### config.mk
export PLATFORM = sky130hd
export DESIGN_NAME = dtp_timer
export DESIGN_NICKNAME = d
export VERILOG_FILES = /design/src/design/dtp_pkg.sv /design/src/design/dtp_timer.sv
export SDC_FILE = /design/constraint.sdc
export NUM_CORES = 1
export LEC_CHECK = 0
export BUFFER_PORTS_ARGS = -buffer_cell sky130_fd_sc_hd__buf_2
export CORE_MARGIN = 5
export CORE_UTILIZATION = 31
export DETAILED_ROUTE_END_ITERATION = 7
export PLACE_DENSITY = 0.58
export RECOVER_POWER = 100
export SETUP_SLACK_MARGIN = 0.05
export SLEW_MARGIN = 15
export SYNTH_ARGS = -nofsm -noshare
export SYNTH_HDL_FRONTEND = slang
export SYNTH_SLANG_ARGS = --single-unit
### constraint.sdc
create_clock -name i_clk -period 4.4 [get_ports i_clk]
set_input_delay 0.66 -clock i_clk [delete_from_list [all_inputs] [get_ports i_clk]]
set_output_delay 0.66 -clock i_clk [all_outputs]
set_load 0.05 [all_outputs]
### src/design/dtp_pkg.sv
// Constants, register map and carrier types for the down-count timer/PWM.
// Notes on behaviour
// - Sixteen-bit counter only ever counts down.
// - Counting clock chosen from several sources.
// - Compare output follows configured compare condition.
// - Period reloads on start, reset, terminal count.
// - Reset input restarts; capture input latches count.
// - Capture stores full sixteen-bit count value.
// - Interrupt on terminal count, compare, capture.
// - Free-running, one-shot or enable-gated modes.
// - One-shot stops at period end until restart.
// - Enable mode counts only while enable held.
// - Compare, complement, terminal-count and interrupt outputs.
// - Complementary outputs separated by deadband.
// - Kill input overrides the compare and complement outputs.
package dtp_pkg;

	// ****************************************
	// Register map
	// ****************************************
	localparam logic [7:0] ADDR_CTRL    = 8'h00;
	localparam logic [7:0] ADDR_PERIOD  = 8'h04;
	localparam logic [7:0] ADDR_COMPARE = 8'h08;
	localparam logic [7:0] ADDR_COUNT   = 8'h0C;
	localparam logic [7:0] ADDR_CAPTURE = 8'h10;
	localparam logic [7:0] ADDR_STATUS  = 8'h14;
	localparam logic [7:0] ADDR_MASK    = 8'h18;
	localparam logic [7:0] ADDR_DEAD    = 8'h1C;

	// ****************************************
	// Control field positions
	// ****************************************
	localparam int CTRL_RUN    = 0;
	localparam int CTRL_START  = 1;
	localparam int CTRL_MODE_L = 2;
	localparam int CTRL_CMP_L  = 4;
	localparam int CTRL_CLK_L  = 7;

	localparam int ST_TC  = 0;
	localparam int ST_CMP = 1;
	localparam int ST_CAP = 2;

	localparam logic [15:0] RST_PERIOD  = 16'hFFFF;
	localparam logic [15:0] RST_COMPARE = 16'h8000;
	localparam logic [7:0]  RST_DEAD    = 8'h00;
	localparam logic [1:0]  RESP_OKAY   = 2'b00;
	localparam logic [1:0]  RESP_SLVERR = 2'b10;

	// ****************************************
	// Types
	// ****************************************
	typedef enum logic [1:0] {
		MODE_FREE   = 2'b00,
		MODE_ONE    = 2'b01,
		MODE_ENABLE = 2'b10
	} dtp_mode_e;

	typedef enum logic [2:0] {
		cmp_less          = 3'b000,
		cmp_less_equal    = 3'b001,
		cmp_equal         = 3'b010,
		cmp_greater_equal = 3'b011,
		cmp_greater       = 3'b100
	} dtp_cmp_e;

	typedef struct packed {
		logic trig;
		logic reset;
		logic capture;
		logic enable;
		logic kill;
	} dtp_ctl_in_s;

	typedef struct packed {
		logic cmp;
		logic cmp_n;
		logic tc;
	} dtp_pwm_out_s;

endpackage

### src/design/dtp_timer.sv
// Down-count timer, counter and PWM with an AXI4-Lite register slave.
`timescale 1ns/100ps
module dtp_timer #(
	parameter int NCLK = 4
) (
	// Clock and reset.
	input  wire logic                  i_clk,
	input  wire logic                  i_rst,
	// Routed control inputs and clock sources.
	input  wire dtp_pkg::dtp_ctl_in_s  i_ctl,
	input  wire logic [NCLK-1:0]       i_clk_src,
	// Routed outputs.
	output dtp_pkg::dtp_pwm_out_s      o_pwm,
	output logic                       o_irq,
	// AXI4-Lite write channels.
	input  wire logic [7:0]            i_awaddr,
	input  wire logic                  i_awvalid,
	output logic                       o_awready,
	input  wire logic [31:0]           i_wdata,
	input  wire logic [3:0]            i_wstrb,
	input  wire logic                  i_wvalid,
	output logic                       o_wready,
	output logic [1:0]                 o_bresp,
	output logic                       o_bvalid,
	input  wire logic                  i_bready,
	// AXI4-Lite read channels.
	input  wire logic [7:0]            i_araddr,
	input  wire logic                  i_arvalid,
	output logic                       o_arready,
	output logic [31:0]                o_rdata,
	output logic [1:0]                 o_rresp,
	output logic                       o_rvalid,
	input  wire logic                  i_rready
);
	import dtp_pkg::*;

	if (NCLK < 1 || NCLK > 8) begin
		$error("NCLK must be 1 to 8");
	end

	function automatic logic cmp_true(input logic [2:0] c,
		input logic [15:0] a, input logic [15:0] b);
		case (c)
			cmp_less:          cmp_true = a < b;
			cmp_less_equal:    cmp_true = a <= b;
			cmp_equal:         cmp_true = a == b;
			cmp_greater_equal: cmp_true = a >= b;
			cmp_greater:       cmp_true = a > b;
			default:           cmp_true = 1'b0;
		endcase
	endfunction

	// ****************************************
	// Registers
	// ****************************************
	logic [9:0]  ctrl;
	logic [15:0] period;
	logic [15:0] compare;
	logic [15:0] count;
	logic [15:0] capture;
	logic [2:0]  status;
	logic [2:0]  mask;
	logic [7:0]  dead;
	logic        running;
	logic        src_q;
	logic        cmp_q;
	logic        cap_q;
	logic        rst_q;
	logic        trig_q;
	logic [7:0]  dead_cnt;
	logic        raw_q;

	// ****************************************
	// Bus decode
	// ****************************************
	logic [7:0]  aw_a;
	logic [31:0] w_d;
	logic        aw_have;
	logic        w_have;
	wire         wr_go    = aw_have && w_have && !o_bvalid;
	wire         wr_ctrl  = wr_go && aw_a == ADDR_CTRL;
	wire         wr_per   = wr_go && aw_a == ADDR_PERIOD;
	wire         wr_cmpv  = wr_go && aw_a == ADDR_COMPARE;
	wire         wr_stat  = wr_go && aw_a == ADDR_STATUS;
	wire         wr_mask  = wr_go && aw_a == ADDR_MASK;
	wire         wr_dead  = wr_go && aw_a == ADDR_DEAD;
	wire         wr_ok    = wr_ctrl || wr_per || wr_cmpv || wr_stat
		|| wr_mask || wr_dead;
	wire         rd_go    = i_arvalid && o_arready;
	wire         rd_ok    = i_araddr <= ADDR_DEAD && i_araddr[1:0] == 2'b00;

	wire [2:0]   clk_sel  = ctrl[CTRL_CLK_L +: 3];
	wire [1:0]   mode     = ctrl[CTRL_MODE_L +: 2];
	wire [2:0]   cmp_sel  = ctrl[CTRL_CMP_L +: 3];
	// Clock sources are sampled; a rising edge on the selected one is a tick.
	// A select beyond the last source wraps round to a fitted one.
	wire         src_now  = i_clk_src[32'(clk_sel) % NCLK];
	wire         tick_raw = src_now && !src_q;
	wire         gate_ok  = mode != MODE_ENABLE || i_ctl.enable;
	wire         tick     = tick_raw && running && ctrl[CTRL_RUN] && gate_ok;
	wire         at_zero  = count == 16'h0000;
	wire         start_ev = (wr_ctrl && w_d[CTRL_START])
		|| (i_ctl.trig && !trig_q);
	wire         rst_ev   = i_ctl.reset && !rst_q;
	wire         cap_ev   = i_ctl.capture && !cap_q;
	wire         cmp_now  = cmp_true(cmp_sel, count, compare);
	wire         cmp_rise = cmp_now && !cmp_q;
	wire         tc_ev    = tick && at_zero;
	wire [2:0]   ev       = {cap_ev, cmp_rise, tc_ev};
	wire [15:0]  next_count = (start_ev || rst_ev || tc_ev) ? period
		: tick ? count - 16'h0001 : count;
	wire         next_running = (start_ev || rst_ev) ? 1'b1
		: (tc_ev && mode == MODE_ONE) ? 1'b0 : running;
	wire         raw_cmp  = cmp_now;
	// Deadband delays only the rising edge of each phase.
	// Lifting kill restores the phase at once, with no deadband of its own.
	wire         dead_done = dead_cnt == 8'h00;
	wire         next_cmp = !i_ctl.kill && raw_q && dead_done;
	wire         next_cmpn = !i_ctl.kill && !raw_q && dead_done;

	// ****************************************
	// Counter core
	// ****************************************
	always_ff @(posedge i_clk) begin
		if (i_rst) begin
			count    <= 16'h0000;
			running  <= 1'b0;
			src_q    <= 1'b0;
			// Count zero lies below the reset compare value, so no rise
			// is reported for a comparison that was already true.
			cmp_q    <= 1'b1;
			cap_q    <= 1'b0;
			rst_q    <= 1'b0;
			trig_q   <= 1'b0;
			capture  <= 16'h0000;
			raw_q    <= 1'b0;
			dead_cnt <= 8'h00;
			o_pwm    <= '0;
		end else begin
			count   <= next_count;
			running <= next_running;
			src_q   <= src_now;
			cmp_q   <= cmp_now;
			cap_q   <= i_ctl.capture;
			rst_q   <= i_ctl.reset;
			trig_q  <= i_ctl.trig;
			if (cap_ev) begin
				capture <= count;
			end
			raw_q <= raw_cmp;
			if (raw_cmp != raw_q) begin
				dead_cnt <= dead;
			end else if (!dead_done) begin
				dead_cnt <= dead_cnt - 8'h01;
			end
			o_pwm.cmp   <= next_cmp;
			o_pwm.cmp_n <= next_cmpn;
			if (tc_ev) begin
				o_pwm.tc <= 1'b1;
			end else if (tick_raw) begin
				o_pwm.tc <= 1'b0;
			end
		end
	end

	// ****************************************
	// Register writes and interrupt
	// ****************************************
	always_ff @(posedge i_clk) begin
		if (i_rst) begin
			ctrl    <= '0;
			period  <= RST_PERIOD;
			compare <= RST_COMPARE;
			dead    <= RST_DEAD;
			mask    <= '0;
			status  <= '0;
			o_irq   <= 1'b0;
		end else begin
			if (wr_ctrl) ctrl <= w_d[9:0] & ~(10'h001 << CTRL_START);
			if (wr_per) period <= w_d[15:0];
			if (wr_cmpv) compare <= w_d[15:0];
			if (wr_dead) dead <= w_d[7:0];
			if (wr_mask) mask <= w_d[2:0];
			// A new event wins over a clear in the same cycle.
			status <= (status & ~(wr_stat ? w_d[2:0] : 3'b000)) | ev;
			o_irq  <= |(status & mask);
		end
	end

	// ****************************************
	// AXI4-Lite handshakes
	// ****************************************
	always_ff @(posedge i_clk) begin
		if (i_rst) begin
			aw_have   <= 1'b0;
			w_have    <= 1'b0;
			aw_a      <= '0;
			w_d       <= '0;
			o_awready <= 1'b1;
			o_wready  <= 1'b1;
			o_bvalid  <= 1'b0;
			o_bresp   <= RESP_OKAY;
			o_arready <= 1'b1;
			o_rvalid  <= 1'b0;
			o_rdata   <= '0;
			o_rresp   <= RESP_OKAY;
		end else begin
			if (i_awvalid && o_awready) begin
				aw_a      <= i_awaddr;
				aw_have   <= 1'b1;
				o_awready <= 1'b0;
			end
			if (i_wvalid && o_wready) begin
				w_d      <= i_wdata;
				w_have   <= 1'b1;
				o_wready <= 1'b0;
			end
			if (wr_go) begin
				o_bvalid <= 1'b1;
				o_bresp  <= wr_ok ? RESP_OKAY : RESP_SLVERR;
				aw_have  <= 1'b0;
				w_have   <= 1'b0;
			end
			if (o_bvalid && i_bready) begin
				o_bvalid  <= 1'b0;
				o_awready <= 1'b1;
				o_wready  <= 1'b1;
			end
			if (rd_go) begin
				o_arready <= 1'b0;
				o_rvalid  <= 1'b1;
				o_rresp   <= rd_ok ? RESP_OKAY : RESP_SLVERR;
				case (i_araddr)
					ADDR_CTRL:    o_rdata <= {22'h0, ctrl};
					ADDR_PERIOD:  o_rdata <= {16'h0, period};
					ADDR_COMPARE: o_rdata <= {16'h0, compare};
					ADDR_COUNT:   o_rdata <= {15'h0, running, count};
					ADDR_CAPTURE: o_rdata <= {16'h0, capture};
					ADDR_STATUS:  o_rdata <= {29'h0, status};
					ADDR_MASK:    o_rdata <= {29'h0, mask};
					ADDR_DEAD:    o_rdata <= {24'h0, dead};
					default:      o_rdata <= 32'h0;
				endcase
			end
			if (o_rvalid && i_rready) begin
				o_rvalid  <= 1'b0;
				o_arready <= 1'b1;
			end
		end
	end
endmodule

* Yosys cells after proc, flatten, opt, wreduce, memory -nomap -nowiden
Cells that the tools add are included.
** Storage, ports and cells
- Register bits after elaboration :: 173
- Output and inout port bits :: 45
- Word-level logic and storage cells :: 139
** Operators by class
- Add/subtract/negate cells :: 2
- $lt $le $gt $ge :: 6
- Eq/ne operators :: 21
- Mux-type cells :: 15
- Bitwise logic cells :: 4
- Reductions and logical operators :: 59
** Operators by type and width (count)
- one-hot mux 17 bit (8 select lines) :: 1
- == test 8 x 5 -> 1 bit (second input constant) :: 7
- two-way mux 16 bit :: 2
- logical AND 1 bit :: 29
- == test 8 x 4 -> 1 bit (second input constant) :: 3
- logical NOT 8 bit :: 3
- == test 16 bit :: 1
- == test 8 x 3 -> 1 bit (second input constant) :: 2
- >= comparator 16 bit :: 1
- greater-than comparator 16 bit :: 1
- less-or-equal comparator 16 bit :: 1
- logical NOT 16 bit :: 1
- less-than comparator 16 bit :: 1
- two-way mux 8 bit :: 2
- subtractor 16 x 1 -> 16 bit (second input constant) :: 1
- logical OR 1 bit :: 9
- less-or-equal comparator 8 x 5 -> 1 bit (second input constant) :: 1
- logical NOT 1 bit :: 8
- subtractor 8 x 1 -> 8 bit (second input constant) :: 1
- bitwise AND 3 bit :: 2
- == test 3 x 2 -> 1 bit (second input constant) :: 2
- nonzero test 2 bit :: 3
- OR reduction 2 bit :: 3
- two-way mux 1 bit :: 5
- other kinds (16) :: 17

* Depth between registers and ports, before layout
- Word-level depth :: 10
- Mapped depth :: 11

* Worst setup path before layout
OpenSTA, ideal clock, no wires.
- Path type :: register to register
- Start :: reg compare[7]
- End :: reg dead_cnt[7]
- Library setup time :: 0.124 ns
- Arrival :: 2.292 ns
- Data required time :: 4.276 ns
- Setup slack :: 1.984 ns
- Stages on the path, launching flop included :: 10
- Path buffers :: 0
- Clock period less this slack :: 2.416 ns
- Path through :: dfxtp_1 > inv_1 > ha_1 > a41oi_1 > o21ai_0 > a2111oi_0 > a32o_1 > nand4_1 > a221oi_1 > nor3_1
** On the way
- Cells in the longest elaborated chain, start to end :: 4
- Elaborated cells on any way between the ends :: 9
- Classes of those cells :: order compare: 4; eq/ne: 3; mux: 2
** RTL lines
- start: declaration :: line dtp_timer.sv:58 : logic [15:0] compare;
- start signal: assignment :: line dtp_timer.sv:181 : if (wr_cmpv) compare <= w_d[15:0];
- greater-than comparator 16 bit, or another cell as far along :: line dtp_timer.sv:48 : cmp_greater: cmp_true = a > b;
- one-hot mux 1 bit (5 select lines) * :: line dtp_timer.sv:43 : case (c)
- inequality test 1 bit * :: line dtp_timer.sv:151 : if (raw_cmp != raw_q) begin
- inequality test 2 x 1 -> 1 bit (no line) or two-way mux 8 bit (tied branches)
- end signal: assignment :: line dtp_timer.sv:154 : dead_cnt <= dead_cnt - 8'h01;
- end: declaration :: line dtp_timer.sv:70 : logic [7:0] dead_cnt;
Every way passes the cells marked *; elsewhere a longest branch is shown, timed or not.
A chain may end at the register's enable or synchronous reset.

* Worst setup path in the final report
- Start :: reg aw_a[0]
- End :: reg count[12]
** On the way
- Cells in the longest elaborated chain, start to end :: 7
- Elaborated cells on any way between the ends :: 8
- Classes of those cells :: mux: 1; reduce/logical: 7
** RTL lines
- start: declaration :: line dtp_timer.sv:76 : logic [7:0] aw_a;
- start signal: assignment :: line dtp_timer.sv:209 : aw_a <= i_awaddr;
- logical NOT 8 bit * :: line dtp_timer.sv:81 : wire wr_ctrl = wr_go && aw_a == ADDR_CTRL;
- logical AND 1 bit * :: line dtp_timer.sv:81
- logical AND 1 bit * :: line dtp_timer.sv:102 : wire start_ev = (wr_ctrl && w_d[CTRL_START])
- logical OR 1 bit * :: line dtp_timer.sv:103 : || (i_ctl.trig && !trig_q);
- logical OR 1 bit * (2 in series) :: line dtp_timer.sv:110 : wire [15:0] next_count = (start_ev || rst_ev || tc_ev) ? period
- two-way mux 16 bit or nonzero test 2 bit (tied branches)
- end signal: assignment :: line dtp_timer.sv:140 : count <= next_count;
- end: declaration :: line dtp_timer.sv:59 : logic [15:0] count;
Marked as above.

==> reports/metrics.yaml <==
cts:
  cts-root-buf: "clkbuf_16"
  cts_buffers: 17
  clockBufferDepth: 2
  cts_tree: "done"
  htree_levels: 4
  clkTransAtPathRegs_ns: 0.07
  postCtsHoldBufs: 0
  insertion_delay_ns: 0.44
  cts.sinks: 156
  postCtsSetupBuffers: 0
  cts_resized: 0
logic_synthesis:
  synth_edf_count: 0
  synth_top_flop_cell: "dfxtp_1"
  yosysSeqAreaShare_pct: 42.4
  syn_area_per_cell_sq_um: 8.28
  ys_seq_elements: 156
  synth_most_common_cell: "dfxtp_1"
  ys_types: 69
  synth_top_area_share_pct: 42.4
  yosysTopAreaCell: "dfxtp_1"
  async_flop_share_pct: 0
  netlist_top_cells_area: "dfxtp_1 42%, nand2_1 7.5%, a21oi_1 6.1%"
  syn_inst: 890
  synth_area_sq_mm: 0.00737
  yosys-top-cells-count: "156 x dfxtp_1, 147 x nand2_1, 98 x nor2_1, 90 x a21oi_1, 45 x clkbuf_1"
  yosys_warnings: 0
detailed_routing:
  drt_iter0_drc: 645
  dr.pass1.iters: 5
  via_per_inst: 5.10
  drt-total-wl_mm: 20.9
  ant_nets: 0
  avgRoutedWirePerCell_microns: 16.5
  vias: 6458
  drc: 0
floorplanning:
  fp.dieH_microns: 164
  core_sq_mm: 0.0235
  start_util_pct: 31.4
  die_width_microns: 164
  ios: 113
  rows: 56
  die-area_sq_mm: 0.0270
outcome:
  failed_checks: "capacitance limit, slew limit"
  status: "finished with violations"
setup_path:
  path_class: "reg2reg"
  startpoint_type: "flop"
  crit_fanout: 24
  cp-end-kind: "flop"
  slowest_delay_ns: 1.09
  critPathRequiredTime_ns: 4.63
  critPathSlowestCell: "nor4_1"
  r2r_slack_ns: 0.70
  worstRegToRegCells: 6
  worst_path_most_repeated_cell: "a31oi_1"
  cp.arrival_ns: 3.93
  crit_chain: "or4_1, nor4_1, a31oi_1, and2_2, o211ai_1, a31oi_1"
timing:
  setup_viol: 0
  drv_slew: 96
  worst_pin_slew_ns: 1.91
  maxSlewHeadroom_pct: -27.7
  layout_min_cycle_time_ns: 3.70
  fmax_mhz: 270
  final.setup.tns_ns: 0
  min_period_over_period_pct: 84.2
  timing.final.hold_violations: 0
  rsz0062_at_grt: "false"
  clock_skew_ns: 0.0125
cells_and_area:
  fillers: 2491
  drive_above_1_share_pct: 11.0
  syn2layout_area_growth_pct: 13.9
  nNetsFinal: 1021
  diodes: 0
  final_core_util_pct: 35.8
placement:
  dpl.hpwl_mm: 15.1
  gp_congestion: 0.860
  port_buffers: 75
power:
  ir_drop_v: 0.000207
  power.density_mw_per_mm2: 429
  p_total_uw: 3600
  p_leak_uw: 0.00322
grt:
  grt_pass1_vias: 6035
  grt_pass1_wl_mm: 33.8
  gr-total-overflow: 0
  grt_antenna_before_repair: 0
  grt_usage_pct: 15.9
  grt_max_degree: 96
hold_path:
  hold-path-cell-count: 2
  hp-class: "in2reg"
flow_run:
  maxCapViolations: 1
-- area by class of cell --
| cell class | instances | area [sq um] | area share, % |
|---|---|---|---|
| Clock buffer | 21 | 470 | 5.61 |
| Clock inverter | 11 | 124 | 1.48 |
| Inverter | 30 | 113 | 1.34 |
| Multi-Input combinational cell | 650 | 3790 | 45.2 |
| Sequential cell | 156 | 3120 | 37.2 |
| Tap cell | 319 | 399 | 4.76 |
| Timing Repair Buffer | 80 | 370 | 4.41 |
-- registers in the layout (all words and copies together), names as in the netlist, 3 cells and up --
register	cells
o_rdata	17
capture	16
aw_a	8
mask	3
count	16
ctrl	9
o_pwm	3
dead_cnt	8
dead	8
w_d	16
compare	16
period	16
status	3
-- routing by layer --
layer	routed length (microns)	global-route usage [%]
met5	0	0
met4	389	5.53
met3	1470	2.69
met2	9090	23.6
met1	10000	23.2
-- report_power, final --
group          switching [uW]  leakage (uW)  internal [uW]
Combinational             332       0.00165            202
Clock                     646      0.000291            844
Sequential               85.1       0.00127           1490
-- layout by cell type, fill, tap and decap left out, types with 19 or more instances in the layout --
master    netlist  final
a21oi_1        90     90
a22oi_1        31     31
buf_2           3     46
clkbuf_1       45     31
dfxtp_1       156    156
inv_1          30     30
mux2i_1        27     27
nand2_1       147    148
nand3_1        25     25
nand3b_1       19     19
nor2_1         98     98
o21ai_0        28     28
-- through the flow --
stage | hold WS [ns] | area (sq um) | worst slack [ns] | cells
global placement | 0.443 | 7880 | 1.13 | 1235
detailed placement | 0.447 | 7880 | 1.09 | 1235
global route | 0.442 | 8390 | 0.488 | 1267
floorplan | 0.436 | 7430 | 1.98 | 906
CTS | 0.406 | 8470 | 1.07 | 1267
finish | 0.420 | 8390 | 0.697 | 1267
-- worst paths after layout --
path / start / end
max: aw_a[0] / count[12]
min: i_wvalid / o_wready
max reg2reg: aw_a[0] / count[12]
min reg2reg: aw_a[0] / aw_a[0]
-- cell families after synthesis --
| group | share of synthesized area (%) |
|---|---|
| buffers and inverters | 6.54 |
| muxes | 4.13 |
| and+or+nand+nor | 24.0 |
| xor gates and xnor gates | 1.55 |
| adders and majority gates | 3.06 |
| other | 0.0509 |
| AOI/OAI and AO/OA | 18.3 |
| DFF | 42.4 |
-- critical path, delay by kind of cell, from the launching register on --
family | cells | cell delay (ns)
simple gates | 3 | 2.27
compound gates | 3 | 0.91
flops | 1 | 0.31
Power figures use the tool's default switching activity.
